<file path="config.mk">
export PLATFORM = sky130hd
export DESIGN_NAME = nco_top
export DESIGN_NICKNAME = d
export VERILOG_FILES = /design/src/nco_top.v /design/src/nco_core.v
export VERILOG_INCLUDE_DIRS = /design/src /design/src/src
export SDC_FILE = /design/constraint.sdc
export NUM_CORES = 1
export LEC_CHECK = 0
export ABC_AREA = 1
export BUFFER_PORTS_ARGS = -buffer_cell sky130_fd_sc_hd__buf_2
export CAP_MARGIN = 20
export CORE_AREA = 2 2 92 138
export CTS_BUF_LIST = sky130_fd_sc_hd__clkbuf_4 sky130_fd_sc_hd__clkbuf_8
export DETAILED_ROUTE_END_ITERATION = 8
export DIE_AREA = 0 0 94 140
export MAX_ROUTING_LAYER = met4
export PLACE_DENSITY = 0.82
export SYNTH_ARGS = -nofsm -noshare
export SYNTH_HDL_FRONTEND = slang
export SYNTH_HIERARCHICAL = 1
export SYNTH_SLANG_ARGS = --single-unit
</file>
<file path="constraint.sdc">
create_clock -name SYS_CLK -period 2.2 [get_ports SYS_CLK]
set_input_delay 0.11 -clock SYS_CLK [delete_from_list [all_inputs] [get_ports SYS_CLK]]
set_output_delay 0.11 -clock SYS_CLK [all_outputs]
set_load 0.02 [all_outputs]
</file>
<file path="src/nco_defs.vh">
// Constants shared by the phase accumulator oscillator design files
`ifndef NCO_DEFS_VH
`define NCO_DEFS_VH

// ----------------------------------------------------------------------
// Widths
// ----------------------------------------------------------------------
`define NCO_ACC_W        20
`define NCO_BYTE_W       8
`define NCO_UPPER_W      4
`define NCO_ADDR_W       8
`define NCO_DATA_W       32
`define NCO_PWS_W        3
`define NCO_CKS_W        2
`define NCO_PCNT_W       8

// ----------------------------------------------------------------------
// Register byte addresses
// ----------------------------------------------------------------------
`define NCO_OFS_CTRL     8'h00
`define NCO_OFS_CLK      8'h04
`define NCO_OFS_ACCL     8'h08
`define NCO_OFS_ACCH     8'h0C
`define NCO_OFS_ACCU     8'h10
`define NCO_OFS_INCL     8'h14
`define NCO_OFS_INCH     8'h18
`define NCO_OFS_INCU     8'h1C
`define NCO_OFS_FLAGS    8'h20
`define NCO_OFS_IRQEN    8'h24

// ----------------------------------------------------------------------
// Field positions
// ----------------------------------------------------------------------
`define NCO_CTRL_EN      7
`define NCO_CTRL_OUT     5
`define NCO_CTRL_POL     4
`define NCO_CTRL_PFM     0
`define ACCUMULATOR_CLOCK_PWS_HI   7
`define ACCUMULATOR_CLOCK_PWS_LO   5
`define ACCUMULATOR_CLOCK_CKS_HI   1
`define ACCUMULATOR_CLOCK_CKS_LO   0
`define NCO_FLAG_OVF     0
`define NCO_IEN_OVF      0
`define NCO_IEN_PERI     1
`define NCO_IEN_GLOB     2

// ----------------------------------------------------------------------
// Clock source codes
// ----------------------------------------------------------------------
`define NCO_CKS_FAST     2'h0
`define NCO_CKS_SYSOSC   2'h1
`define NCO_CKS_LCELL    2'h2

// ----------------------------------------------------------------------
// Reset values and the pulse counter unit step
// ----------------------------------------------------------------------
`define NCO_RST_BYTE     8'h00
`define NCO_RST_ACC      20'h00000
`define NCO_RST_PCNT     8'h00
`define NCO_PCNT_ONE     8'h01

`endif

</file>
<file path="src/nco_top.v">
// APB register file, clock selection and step buffering of the oscillator
//
// Function
// - Each selected input clock rising edge adds the active step to the accumulator.
// - Accumulator is twenty bits; carry out is the raw overflow event.
// - Overflow rate equals input rate times step over two to twenty.
// - Step is twenty bits in three readable, writable byte registers.
// - Enabled: low step byte write loads hidden buffer on second input edge.
// - Disabled: any step byte write copies into hidden buffer at once.
// - Control bit 7 enables the oscillator; zero holds it disabled.
// - Control bit 0 selects pulse mode when set, toggle mode when clear.
// - Toggle mode flips the output on every overflow, giving half rate.
// - Pulse mode: active on next input edge after overflow, then inactive.
// - Clock control bits 7-5 give pulse width of two to the value periods.
// - Pulse longer than overflow period keeps the output from toggling.
// - Control bit 4 inverts the output in the final stage.
// - Polarity change with interrupt enabled raises the overflow flag.
// - Control bit 5 reads back the current output; writes ignored.
// - Clock control bits 1-0 pick fast oscillator, system clock, logic cell.
// - Every overflow sets the sticky interrupt flag.
// - Interrupt needs module, overflow, peripheral and global enables set.
// - Reset clears every oscillator register to zero.
// - Runs in sleep; keeps fast oscillator on when enabled and selected.
//
// Local design decisions: the APB register port and the address map.
`timescale 1ns/100ps
`include "nco_defs.vh"

module nco_top (
  input  wire                    SYS_CLK,
  input  wire                    RST,
  input  wire                    CE,
  input  wire                    PSEL,
  input  wire                    PENABLE,
  input  wire                    PWRITE,
  input  wire [`NCO_ADDR_W-1:0]  PADDR,
  input  wire [`NCO_DATA_W-1:0]  PWDATA,
  input  wire [3:0]              PSTRB,
  output reg  [`NCO_DATA_W-1:0]  PRDATA,
  output wire                    PREADY,
  output reg                     PSLVERR,
  input  wire                    FAST_OSC_IN,
  input  wire                    SYS_OSC_IN,
  input  wire                    LOGIC_CELL_IN,
  output wire                    OSC_OUT,
  output wire                    ACCUM_CARRY,
  output wire                    IRQ,
  output wire                    FAST_OSC_KEEP_ON
);

  // ----------------------------------------------------------------------
  // Step buffer states
  // ----------------------------------------------------------------------
  localparam [2:0] ST_IDLE  = 3'b001;
  localparam [2:0] ST_WAIT1 = 3'b010;
  localparam [2:0] ST_WAIT2 = 3'b100;

  // ----------------------------------------------------------------------
  // Helpers
  // ----------------------------------------------------------------------
  function addr_hit;
    input [`NCO_ADDR_W-1:0] addr;
    input [`NCO_ADDR_W-1:0] ofs;
    begin
      addr_hit = (addr == ofs);
    end
  endfunction

  function mapped;
    input [`NCO_ADDR_W-1:0] addr;
    begin
      mapped = addr_hit(addr, `NCO_OFS_CTRL)  | addr_hit(addr, `NCO_OFS_CLK)  |
               addr_hit(addr, `NCO_OFS_ACCL)  | addr_hit(addr, `NCO_OFS_ACCH) |
               addr_hit(addr, `NCO_OFS_ACCU)  | addr_hit(addr, `NCO_OFS_INCL) |
               addr_hit(addr, `NCO_OFS_INCH)  | addr_hit(addr, `NCO_OFS_INCU) |
               addr_hit(addr, `NCO_OFS_FLAGS) | addr_hit(addr, `NCO_OFS_IRQEN);
    end
  endfunction

  // ----------------------------------------------------------------------
  // Declarations
  // ----------------------------------------------------------------------
  reg                      en_ff;
  reg                      pol_ff;
  reg                      pfm_ff;
  reg  [`NCO_PWS_W-1:0]    pws_ff;
  reg  [`NCO_CKS_W-1:0]    cks_ff;
  reg  [`NCO_BYTE_W-1:0]   incl_ff;
  reg  [`NCO_BYTE_W-1:0]   inch_ff;
  reg  [`NCO_UPPER_W-1:0]  incu_ff;
  reg  [`NCO_ACC_W-1:0]    incbuf_ff;
  reg  [`NCO_ACC_W-1:0]    nxt_incbuf;
  reg  [2:0]               state_ff;
  reg  [2:0]               nxt_state;
  reg                      flag_ff;
  reg                      nxt_flag;
  reg                      ie_ovf_ff;
  reg                      ie_peri_ff;
  reg                      ie_glob_ff;
  reg                      src_prev_ff;
  reg                      src_now;
  reg  [`NCO_DATA_W-1:0]   rd_mux;
  wire                     setup_ph;
  wire                     wr_acc;
  wire                     wr_en;
  wire [`NCO_BYTE_W-1:0]   wbyte;
  wire [`NCO_ACC_W-1:0]    inc_reg;
  wire [`NCO_ACC_W-1:0]    acc_value;
  wire [2:0]               acc_byte_wr;
  wire                     tick;
  wire                     carry_pulse;
  wire                     osc_out;
  wire                     wr_ctrl;
  wire                     wr_clk;
  wire                     wr_incl;
  wire                     wr_inch;
  wire                     wr_incu;
  wire                     wr_flags;
  wire                     wr_irqen;
  wire                     pol_change;
  wire [`NCO_ACC_W-1:0]    inc_after_wr;

  // ----------------------------------------------------------------------
  // APB decode
  // ----------------------------------------------------------------------
  // Zero wait states; registers commit only in the access phase.
  assign PREADY   = 1'b1;
  assign setup_ph = PSEL & ~PENABLE;
  assign wr_acc   = PSEL & PENABLE & PWRITE & mapped(PADDR);
  assign wr_en    = wr_acc & PSTRB[0];
  assign wbyte    = PWDATA[`NCO_BYTE_W-1:0];

  assign wr_ctrl  = wr_en & addr_hit(PADDR, `NCO_OFS_CTRL);
  assign wr_clk   = wr_en & addr_hit(PADDR, `NCO_OFS_CLK);
  assign wr_incl  = wr_en & addr_hit(PADDR, `NCO_OFS_INCL);
  assign wr_inch  = wr_en & addr_hit(PADDR, `NCO_OFS_INCH);
  assign wr_incu  = wr_en & addr_hit(PADDR, `NCO_OFS_INCU);
  assign wr_flags = wr_en & addr_hit(PADDR, `NCO_OFS_FLAGS);
  assign wr_irqen = wr_en & addr_hit(PADDR, `NCO_OFS_IRQEN);

  // Accumulator bytes are written straight through; no atomicity while running.
  assign acc_byte_wr = {wr_en & addr_hit(PADDR, `NCO_OFS_ACCU),
                        wr_en & addr_hit(PADDR, `NCO_OFS_ACCH),
                        wr_en & addr_hit(PADDR, `NCO_OFS_ACCL)};

  assign inc_reg = {incu_ff, inch_ff, incl_ff};

  // ----------------------------------------------------------------------
  // Read path
  // ----------------------------------------------------------------------
  always @* begin
    rd_mux = {`NCO_DATA_W{1'b0}};
    if (addr_hit(PADDR, `NCO_OFS_CTRL)) begin
      rd_mux[`NCO_CTRL_EN]  = en_ff;
      rd_mux[`NCO_CTRL_OUT] = osc_out;
      rd_mux[`NCO_CTRL_POL] = pol_ff;
      rd_mux[`NCO_CTRL_PFM] = pfm_ff;
    end else if (addr_hit(PADDR, `NCO_OFS_CLK)) begin
      rd_mux[`ACCUMULATOR_CLOCK_PWS_HI:`ACCUMULATOR_CLOCK_PWS_LO] = pws_ff;
      rd_mux[`ACCUMULATOR_CLOCK_CKS_HI:`ACCUMULATOR_CLOCK_CKS_LO] = cks_ff;
    end else if (addr_hit(PADDR, `NCO_OFS_ACCL)) begin
      rd_mux[7:0] = acc_value[7:0];
    end else if (addr_hit(PADDR, `NCO_OFS_ACCH)) begin
      rd_mux[7:0] = acc_value[15:8];
    end else if (addr_hit(PADDR, `NCO_OFS_ACCU)) begin
      rd_mux[`NCO_UPPER_W-1:0] = acc_value[19:16];
    end else if (addr_hit(PADDR, `NCO_OFS_INCL)) begin
      rd_mux[7:0] = incl_ff;
    end else if (addr_hit(PADDR, `NCO_OFS_INCH)) begin
      rd_mux[7:0] = inch_ff;
    end else if (addr_hit(PADDR, `NCO_OFS_INCU)) begin
      rd_mux[`NCO_UPPER_W-1:0] = incu_ff;
    end else if (addr_hit(PADDR, `NCO_OFS_FLAGS)) begin
      rd_mux[`NCO_FLAG_OVF] = flag_ff;
    end else if (addr_hit(PADDR, `NCO_OFS_IRQEN)) begin
      rd_mux[`NCO_IEN_OVF]  = ie_ovf_ff;
      rd_mux[`NCO_IEN_PERI] = ie_peri_ff;
      rd_mux[`NCO_IEN_GLOB] = ie_glob_ff;
    end
  end

  // Read data and error are captured in the setup phase, stable in access.
  always @(posedge SYS_CLK or posedge RST) begin
    if (RST) begin
      PRDATA  <= {`NCO_DATA_W{1'b0}};
      PSLVERR <= 1'b0;
    end else if (CE) begin
      if (setup_ph) begin
        PRDATA  <= PWRITE ? {`NCO_DATA_W{1'b0}} : rd_mux;
        PSLVERR <= ~mapped(PADDR);
      end
    end
  end

  // ----------------------------------------------------------------------
  // Control registers
  // ----------------------------------------------------------------------
  always @(posedge SYS_CLK or posedge RST) begin
    if (RST) begin
      en_ff      <= 1'b0;
      pol_ff     <= 1'b0;
      pfm_ff     <= 1'b0;
      pws_ff     <= {`NCO_PWS_W{1'b0}};
      cks_ff     <= {`NCO_CKS_W{1'b0}};
      incl_ff    <= `NCO_RST_BYTE;
      inch_ff    <= `NCO_RST_BYTE;
      incu_ff    <= {`NCO_UPPER_W{1'b0}};
      ie_ovf_ff  <= 1'b0;
      ie_peri_ff <= 1'b0;
      ie_glob_ff <= 1'b0;
    end else if (CE) begin
      if (wr_ctrl) begin
        en_ff  <= wbyte[`NCO_CTRL_EN];
        pol_ff <= wbyte[`NCO_CTRL_POL];
        pfm_ff <= wbyte[`NCO_CTRL_PFM];
      end
      if (wr_clk) begin
        pws_ff <= wbyte[`ACCUMULATOR_CLOCK_PWS_HI:`ACCUMULATOR_CLOCK_PWS_LO];
        cks_ff <= wbyte[`ACCUMULATOR_CLOCK_CKS_HI:`ACCUMULATOR_CLOCK_CKS_LO];
      end
      if (wr_incl) begin
        incl_ff <= wbyte;
      end
      if (wr_inch) begin
        inch_ff <= wbyte;
      end
      if (wr_incu) begin
        incu_ff <= wbyte[`NCO_UPPER_W-1:0];
      end
      if (wr_irqen) begin
        ie_ovf_ff  <= wbyte[`NCO_IEN_OVF];
        ie_peri_ff <= wbyte[`NCO_IEN_PERI];
        ie_glob_ff <= wbyte[`NCO_IEN_GLOB];
      end
    end
  end

  // ----------------------------------------------------------------------
  // Clock source selection
  // ----------------------------------------------------------------------
  // Sources are synchronous to SYS_CLK, so a plain edge detect is enough;
  // the selected source must stay below half the SYS_CLK rate.
  always @* begin
    case (cks_ff)
      `NCO_CKS_FAST:   src_now = FAST_OSC_IN;
      `NCO_CKS_SYSOSC: src_now = SYS_OSC_IN;
      `NCO_CKS_LCELL:  src_now = LOGIC_CELL_IN;
      default:         src_now = 1'b0;
    endcase
  end

  always @(posedge SYS_CLK or posedge RST) begin
    if (RST) begin
      src_prev_ff <= 1'b0;
    end else if (CE) begin
      src_prev_ff <= src_now;
    end
  end

  assign tick             = src_now & ~src_prev_ff;
  assign FAST_OSC_KEEP_ON = en_ff & (cks_ff == `NCO_CKS_FAST);

  // ----------------------------------------------------------------------
  // Hidden step buffer
  // ----------------------------------------------------------------------
  // While disabled, the buffer takes the register image including the byte being written now.
  assign inc_after_wr = {wr_incu ? wbyte[`NCO_UPPER_W-1:0] : incu_ff,
                         wr_inch ? wbyte : inch_ff,
                         wr_incl ? wbyte : incl_ff};

  always @* begin
    nxt_state  = state_ff;
    nxt_incbuf = incbuf_ff;
    if (!en_ff) begin
      nxt_state = ST_IDLE;
      if (wr_incl | wr_inch | wr_incu) begin
        nxt_incbuf = inc_after_wr;
      end else if (state_ff != ST_IDLE) begin
        nxt_incbuf = inc_reg;
      end
    end else begin
      case (state_ff)
        ST_IDLE: begin
          if (wr_incl) begin
            nxt_state = tick ? ST_WAIT2 : ST_WAIT1;
          end
        end
        ST_WAIT1: begin
          if (tick) begin
            nxt_state = ST_WAIT2;
          end
        end
        ST_WAIT2: begin
          if (tick) begin
            nxt_incbuf = inc_reg;
            nxt_state  = wr_incl ? ST_WAIT1 : ST_IDLE;
          end else if (wr_incl) begin
            nxt_state = ST_WAIT1;
          end
        end
        default: begin
          nxt_state = ST_IDLE;
        end
      endcase
    end
  end

  always @(posedge SYS_CLK or posedge RST) begin
    if (RST) begin
      state_ff  <= ST_IDLE;
      incbuf_ff <= `NCO_RST_ACC;
    end else if (CE) begin
      state_ff  <= nxt_state;
      incbuf_ff <= nxt_incbuf;
    end
  end

  // ----------------------------------------------------------------------
  // Oscillator core
  // ----------------------------------------------------------------------
  nco_core u_core (
    .clk                (SYS_CLK),
    .rst                (RST),
    .ce                 (CE),
    .tick               (tick),
    .enable             (en_ff),
    .pulse_mode         (pfm_ff),
    .polarity           (pol_ff),
    .pulse_width_select (pws_ff),
    .step_value         (incbuf_ff),
    .acc_byte_wr        (acc_byte_wr),
    .acc_wdata          (wbyte),
    .acc_value          (acc_value),
    .carry_pulse        (carry_pulse),
    .osc_out            (osc_out)
  );

  assign OSC_OUT     = osc_out;
  assign ACCUM_CARRY = carry_pulse;

  // ----------------------------------------------------------------------
  // Interrupt flag
  // ----------------------------------------------------------------------
  assign pol_change = wr_ctrl & (wbyte[`NCO_CTRL_POL] != pol_ff) & ie_ovf_ff;

  // Set beats a same-cycle software clear so no overflow is lost.
  always @* begin
    nxt_flag = flag_ff;
    if (wr_flags & ~wbyte[`NCO_FLAG_OVF]) begin
      nxt_flag = 1'b0;
    end
    if (carry_pulse | pol_change) begin
      nxt_flag = 1'b1;
    end
  end

  always @(posedge SYS_CLK or posedge RST) begin
    if (RST) begin
      flag_ff <= 1'b0;
    end else if (CE) begin
      flag_ff <= nxt_flag;
    end
  end

  assign IRQ = flag_ff & en_ff & ie_ovf_ff & ie_peri_ff & ie_glob_ff;

endmodule // nco_top

</file>
<file path="src/nco_core.v">
// Accumulator, adder and output stage of the phase accumulator oscillator
`timescale 1ns/100ps
`include "nco_defs.vh"

module nco_core (
  input  wire                    clk,
  input  wire                    rst,
  input  wire                    ce,
  input  wire                    tick,
  input  wire                    enable,
  input  wire                    pulse_mode,
  input  wire                    polarity,
  input  wire [`NCO_PWS_W-1:0]   pulse_width_select,
  input  wire [`NCO_ACC_W-1:0]   step_value,
  input  wire [2:0]              acc_byte_wr,
  input  wire [`NCO_BYTE_W-1:0]  acc_wdata,
  output wire [`NCO_ACC_W-1:0]   acc_value,
  output wire                    carry_pulse,
  output wire                    osc_out
);

  reg  [`NCO_ACC_W-1:0]  acc_ff;
  reg  [`NCO_ACC_W-1:0]  nxt_acc;
  reg                    ovf_ff;
  reg                    raw_ff;
  reg                    nxt_raw;
  reg  [`NCO_PCNT_W-1:0] pcnt_ff;
  reg  [`NCO_PCNT_W-1:0] nxt_pcnt;
  wire [`NCO_ACC_W:0]    sum;
  wire                   step_now;

  // ----------------------------------------------------------------------
  // Adder
  // ----------------------------------------------------------------------
  assign step_now    = tick & enable;
  assign sum         = {1'b0, acc_ff} + {1'b0, step_value};
  assign carry_pulse = step_now & sum[`NCO_ACC_W];

  always @* begin
    nxt_acc = acc_ff;
    if (step_now) begin
      nxt_acc = sum[`NCO_ACC_W-1:0];
    end
    if (acc_byte_wr[0]) begin
      nxt_acc[7:0] = acc_wdata;
    end
    if (acc_byte_wr[1]) begin
      nxt_acc[15:8] = acc_wdata;
    end
    if (acc_byte_wr[2]) begin
      nxt_acc[19:16] = acc_wdata[`NCO_UPPER_W-1:0];
    end
  end

  // ----------------------------------------------------------------------
  // Output stage
  // ----------------------------------------------------------------------
  // Pulse start waits one input edge after the overflow; a new overflow
  // while still active reloads the width so the output never drops.
  always @* begin
    nxt_raw  = raw_ff;
    nxt_pcnt = pcnt_ff;
    if (step_now) begin
      if (!pulse_mode) begin
        nxt_pcnt = `NCO_RST_PCNT;
        if (carry_pulse) begin
          nxt_raw = ~raw_ff;
        end
      end else if (ovf_ff) begin
        nxt_raw  = 1'b1;
        nxt_pcnt = (`NCO_PCNT_ONE << pulse_width_select) - `NCO_PCNT_ONE;
      end else if (raw_ff) begin
        if (pcnt_ff == `NCO_RST_PCNT) begin
          nxt_raw = 1'b0;
        end else begin
          nxt_pcnt = pcnt_ff - `NCO_PCNT_ONE;
        end
      end
    end
  end

  always @(posedge clk or posedge rst) begin
    if (rst) begin
      acc_ff  <= `NCO_RST_ACC;
      ovf_ff  <= 1'b0;
      raw_ff  <= 1'b0;
      pcnt_ff <= `NCO_RST_PCNT;
    end else if (ce) begin
      acc_ff  <= nxt_acc;
      raw_ff  <= nxt_raw;
      pcnt_ff <= nxt_pcnt;
      if (step_now) begin
        ovf_ff <= carry_pulse;
      end
    end
  end

  assign acc_value = acc_ff;
  assign osc_out   = raw_ff ^ polarity;

endmodule // nco_core

</file>
# After elaboration in Yosys (flattened, before gate mapping)
# Index checks and enable logic that the tools add are counted.
# word_totals
regBits,119
latch_bits,0
mem_bits_rw,0
romBits,0
input_bits,53
out_inout_bits,38
wordCells,178
mem_count,0
# classes
n_addsub,3
multipliers,0
div,0
n_lt_le_gt_ge,0
eq_ne,23
n_shift,1
n_mux,62
n_bitwise,44
n_reduce_logical,22
# ops
operator,n
$mux W20,6
$mux W8,12
$mux W3,20
$eq A8 B5 Y1 const B,4
$and A1 B1 Y1,26
$mux W4,6
$add A20 B20 Y21,1
$reduce_and A2 Y1,9
$eq A8 B4 Y1 const B,2
$eq A8 B6 Y1 const B,2
$logic_not A8 Y1,2
$sub A8 B1 Y8 const B,2
$mux W1,12
$or A1 B1 Y1,12
$reduce_and A4 Y1,3
$reduce_bool A2 Y1,5
$pmux W3 S3,1
$eq A8 B3 Y1 const B,1
$mux W2,4
$shl A1 B3 Y8 const A,1
$ne A3 B1 Y1 const B,2
$ne A3 B3 Y1 const B,2
$not A1 Y1,5
$ne A2 B1 Y1 const B,2
other kinds (13),13

# Logic depth before layout (Yosys ltp)
# depth
ltp_word,21
mapped_depth,15
ltp_nobuf,15

# Cells and area by module
# Netlist, hierarchy kept.
# modules_own_cells
mod,instances,cells_per_inst,area_each_um2,seq_area_each_um2
nco_top,1,594,4169.0,1627.8
nco_core,1,486,3001.6,750.7

# Least setup slack after synthesis
# No wires, ideal clock.
# synth_path
path_kind,flip-flop to flip-flop
from,"register u_core.acc_ff[0], in the netlist u_core/acc_value[0]"
to,register flag_ff
t_arrival_ns,1.743
t_required_ns,2.069
slack_ns,0.325
stages_incl_launch_ff,11
path_buffers,0
synth_period_minus_slack_ns,1.875
cell_sequence,dfrtp_1 > ha_1 > fa_1 > nand3_1 > nand3_1 > nand4_1 > nand3_2 > nand2_1 > inv_1 > nand2_1 > nand3_1
# synth_between
elab_chain_len,5
word_cells_on_any_way,6
# synth_lines
item,line,rtl
start: declaration,nco_core.v:22,reg [`NCO_ACC_W-1:0] acc_ff;
start signal: assignment,nco_core.v:84,acc_ff <= `NCO_RST_ACC;
start signal: assignment,nco_core.v:89,acc_ff <= nxt_acc;
$add A20 B20 Y21 (*),nco_core.v:36,"assign sum = {1'b0, acc_ff} + {1'b0, step_value};"
$and A1 B1 Y1 (*),nco_core.v:37,assign carry_pulse = step_now & sum[`NCO_ACC_W];
via ACCUM_CARRY,nco_top.v:46,"output wire ACCUM_CARRY,"
$or A1 B1 Y1 (*),nco_top.v:352,if (carry_pulse | pol_change) begin
$reduce_bool A2 Y1 (no line),--,
$reduce_and A2 Y1 (no line),--,
end signal: assignment,nco_top.v:361,flag_ff <= nxt_flag;
end: declaration,nco_top.v:95,reg flag_ff;
# The timed path passes the listed nets; every way through them passes the cells marked *.
# A chain may end at the register's enable or synchronous reset.

# Worst setup path in the final report
# layout_path
from,register incbuf_ff[11]
to,output ACCUM_CARRY
# layout_between
elab_chain_len,2
# layout_lines
item,line,rtl
start: declaration,nco_top.v:91,reg [`NCO_ACC_W-1:0] incbuf_ff;
start signal: assignment,nco_top.v:311,incbuf_ff <= `NCO_RST_ACC;
start signal: assignment,nco_top.v:314,incbuf_ff <= nxt_incbuf;
$add A20 B20 Y21,nco_core.v:36,
$and A1 B1 Y1,nco_core.v:37,
end: declaration,nco_top.v:46,
# No other way between the ends.

==> out/metrics.cfg <==
[floorplan]
dieArea_um2=13200
fp.coreArea_um2=12000
num_io_pins=91
die-height_um=140
rows=49
start_util_pct=60.0
die_w_um=94

[timing]
setup_slack_ps=-69.4
worst_hold_slack_ps=29.4
tightestPinTransition_ps=814
max_clock_freq_mhz=441
finalCriticalPeriod_ps=2270
finalSetupViolCount=1
layout_worst_path_cycle_share_pct=103
grt_setup_unrepaired=true
slew_violations=0
timing.max_slew.rel_slack_pct=45.7
hold_violations=0
totalNegativeSetupSlack_ps=-69.4
worst_clock_skew_ps=20.2

[power_and_ir_drop]
power-per-cell-area_nw_per_um2=527
max-vdd-ir-drop_uv=439
seq_power_share_pct=46.8
clock_power_share_pct=32.2
finalPower_mw=4.30
p_leak_nw=4.43
switching_share_pct=33.0
p_sw_mw=1.42
combPwrFrac_pct=21.1
internal_power_mw=2.88

[placement]
hpwlAfterDp_um=16100
io_buffer_count=38
place.gp.congestion=1.00

[detailed_routing]
via_count=7360
wirelength_um=21300
drt-initial-drc-count=660
met2RoutedLength_um=10400
wl_per_cell_um=16.3
number_of_nets_with_antenna_violations_after_detailed_routing=0
wirelength_met1_um=8290
met3RoutedLength_um=1340
route.top_layer_used=met4
detail_route.vias_per_cell=5.63
post-route-drc-count=0
first_pass_iteration_count_of_the_detailed_router=8

[yosys]
ys.flop_type=sky130_fd_sc_hd__dfrtp_1
number_of_enable_type_register_cells_in_the_synthesized_netlist=0
yosys.cell_types.count=48
synth_area_per_cell_um2=6.64
syn-instance-count=1080
synth_warnings=6
synth_area_um2=7170
synth_seq_cells=95
ys_seq_area_share_pct=33.2
ys_async_sr_fraction_pct=100

[run]
timing.max_cap.violations=0

[final_layout]
finalNetCount=1225
final_cell_mix=363 x sky130_fd_sc_hd__nand2_1, 128 x sky130_fd_sc_hd__inv_1, 95 x sky130_fd_sc_hd__nand3_1
most_common_cell_after_layout_fill_and_taps_aside=sky130_fd_sc_hd__nand2_1
layout-drive-gt1-share_pct=17.1
final_core_util_pct=68.1
diodes=0
area_delta_synth_final_pct=13.6
fillers=1054

[clock_network]
cts_buffers=9
h-tree-depth=3
cts_sinks=95
worstSkewPairLatency_ps=390
clockRootBuffer=sky130_fd_sc_hd__clkbuf_8
tritoncts_clock_tree=built
clock_pin_slew_reported_for_the_worst_setup_and_hold_paths_after_clock_tree_synthesis_ps=110
clk_path_buf_depth=2

[setup_path]
slowest_stage=sky130_fd_sc_hd__dfrtp_2
critPathMaxFanout=5
worstPathCellList=ha_4 -> nand2_2 -> nor2_4 -> inv_1 -> o21bai_1 -> nand2_1 -> nand2_1 -> nand3_4 -> nand2_2 -> inv_2 -> buf_6
worst_setup_path_start_kind=register
setup.worst_path.end_class=output pin
critical_path_arrival_ps=2160
worst-endpoint-required_ps=2090
crit_path_max_incr_delay_ps=460
path_class=register to output pin

[grt]
first_global_vias=7033
grt_antenna_before_repair=0
grt_start_max_net_pins=33
global_route.usage.total_pct=34.3
global_route_wire_length_before_repair_um=34400
globalRouteOverflowTotal=0

[worst_hold_path]
min_path_type=primary input to register

[run_status]
failed_checks=setup timing
run_status=complete, but fails checks

synth_stat cells (6+ instances only):
cell type / number / area [µm²]
sky130_fd_sc_hd__ha_1: 21 / 263
sky130_fd_sc_hd__a21oi_1: 43 / 215
sky130_fd_sc_hd__nor3_1: 7 / 35.0
sky130_fd_sc_hd__inv_2: 12 / 45.0
sky130_fd_sc_hd__nor2_4: 9 / 101
sky130_fd_sc_hd__nand4_1: 27 / 169
sky130_fd_sc_hd__o21ai_1: 19 / 95.1
sky130_fd_sc_hd__nor2_2: 7 / 43.8
sky130_fd_sc_hd__nand3_1: 97 / 485
sky130_fd_sc_hd__nor2_1: 75 / 282
sky130_fd_sc_hd__dfrtp_1: 94 / 2350
sky130_fd_sc_hd__xor2_1: 6 / 52.6
sky130_fd_sc_hd__o21ai_0: 47 / 235
sky130_fd_sc_hd__inv_1: 130 / 488
sky130_fd_sc_hd__nand2_2: 12 / 75.1
sky130_fd_sc_hd__clkbuf_1: 12 / 45.0
sky130_fd_sc_hd__nand2_1: 368 / 1380
sky130_fd_sc_hd__buf_4: 29 / 218
worst paths after layout:
kind	from	to	slack, ps	cells after the start
worst max-delay path	incbuf_ff[11]$_DFFE_PP0P_	ACCUM_CARRY	-70	11
worst min-delay path	PWDATA[1]	u_core/acc_value[1]$_DFFE_PP0P_	30	3
worst max register to register	cks_ff[1]$_DFFE_PP0P_	u_core/acc_value[18]$_DFFE_PP0P_	170	12
worst min register to register	PRDATA[2]$_DFFE_PP0P_	PRDATA[2]$_DFFE_PP0P_	500	2
min in group asynchronous	RST	PRDATA[6]$_DFFE_PP0P_	100	3
max in group asynchronous	RST	u_core/acc_value[19]$_DFFE_PP0P_	1140	4
flip-flops by register name (all words and copies together) (netlist names), 2 cells and up:
| register | cells |
|---|---|
| u_core/acc_value | 20 |
| incu_ff | 4 |
| incl_ff | 8 |
| incbuf_ff | 20 |
| inch_ff | 8 |
| pws_ff | 3 |
| state_ff | 3 |
| PRDATA | 8 |
| u_core/pcnt_ff | 8 |
| cks_ff | 2 |
repair_timing:
item / 4_1_cts / 5_1_grt
gates resized for setup: 32 / 11
endpoints found under the setup margin: 1 / 8
pin swaps: 12 / 7
setup buffers: 11 / 5
hold endpoints to repair: 82 / 0
hold buffers: 1 / 0
critical path, delay by kind of cell, from the launching register on:
family	cells	cell delay (ps)
and+or+nand+nor	6	570
adders and majority gates	1	310
AOI/OAI and AO/OA	1	170
DFF	1	460
buffers and inverters	3	260
cell families after synthesis:
| kind of cell | share of synthesized area (%) |
|---|---|
| AOI/OAI and AO/OA | 12.1 |
| xor gates and xnor gates | 0.855 |
| adders and majority gates | 3.94 |
| buffers and inverters | 12.2 |
| DFF | 33.2 |
| other | 0.105 |
| and+or+nand+nor | 37.7 |
routing by layer:
metal	up-vias	GRT usage [%]
li1	3572	-
met2	336	56.2
met1	3357	40.5
met4	0	17.8
met3	95	5.00
met5	-	-
cell type report:
cell class	count	area [µm²]	share of cell area [%]
multi-input cells	814	4230	51.9
flip-flops and latches	95	2390	29.3
repair buffers	86	559	6.87
inverters	144	543	6.67
well taps	153	191	2.35
clock buffers	9	124	1.52
clock inverters	7	113	1.38
metrics by stage:
stage,setup WS (ps),cell area (µm²),std cells
after floorplan,325,7260,1103
after global placement,148,7540,1275
after detailed placement,124,7540,1275
after CTS,13.3,8080,1303
after global routing,-138,8150,1308
final,-69.4,8150,1308
power by group through the flow:
stage / sequential [mW] / clock, mW / combinational [mW]
3_3_place_gp: 2.01 / 0 / 0.787
3_5_place_dp: 2.02 / 0 / 0.799
6_report: 2.01 / 1.38 / 0.905
5_1_grt: 2.02 / 1.44 / 1.01
4_1_cts: 2.00 / 1.38 / 0.866
2_1_floorplan: 1.98 / 0 / 0.616
Power figures use the tool's default switching activity.
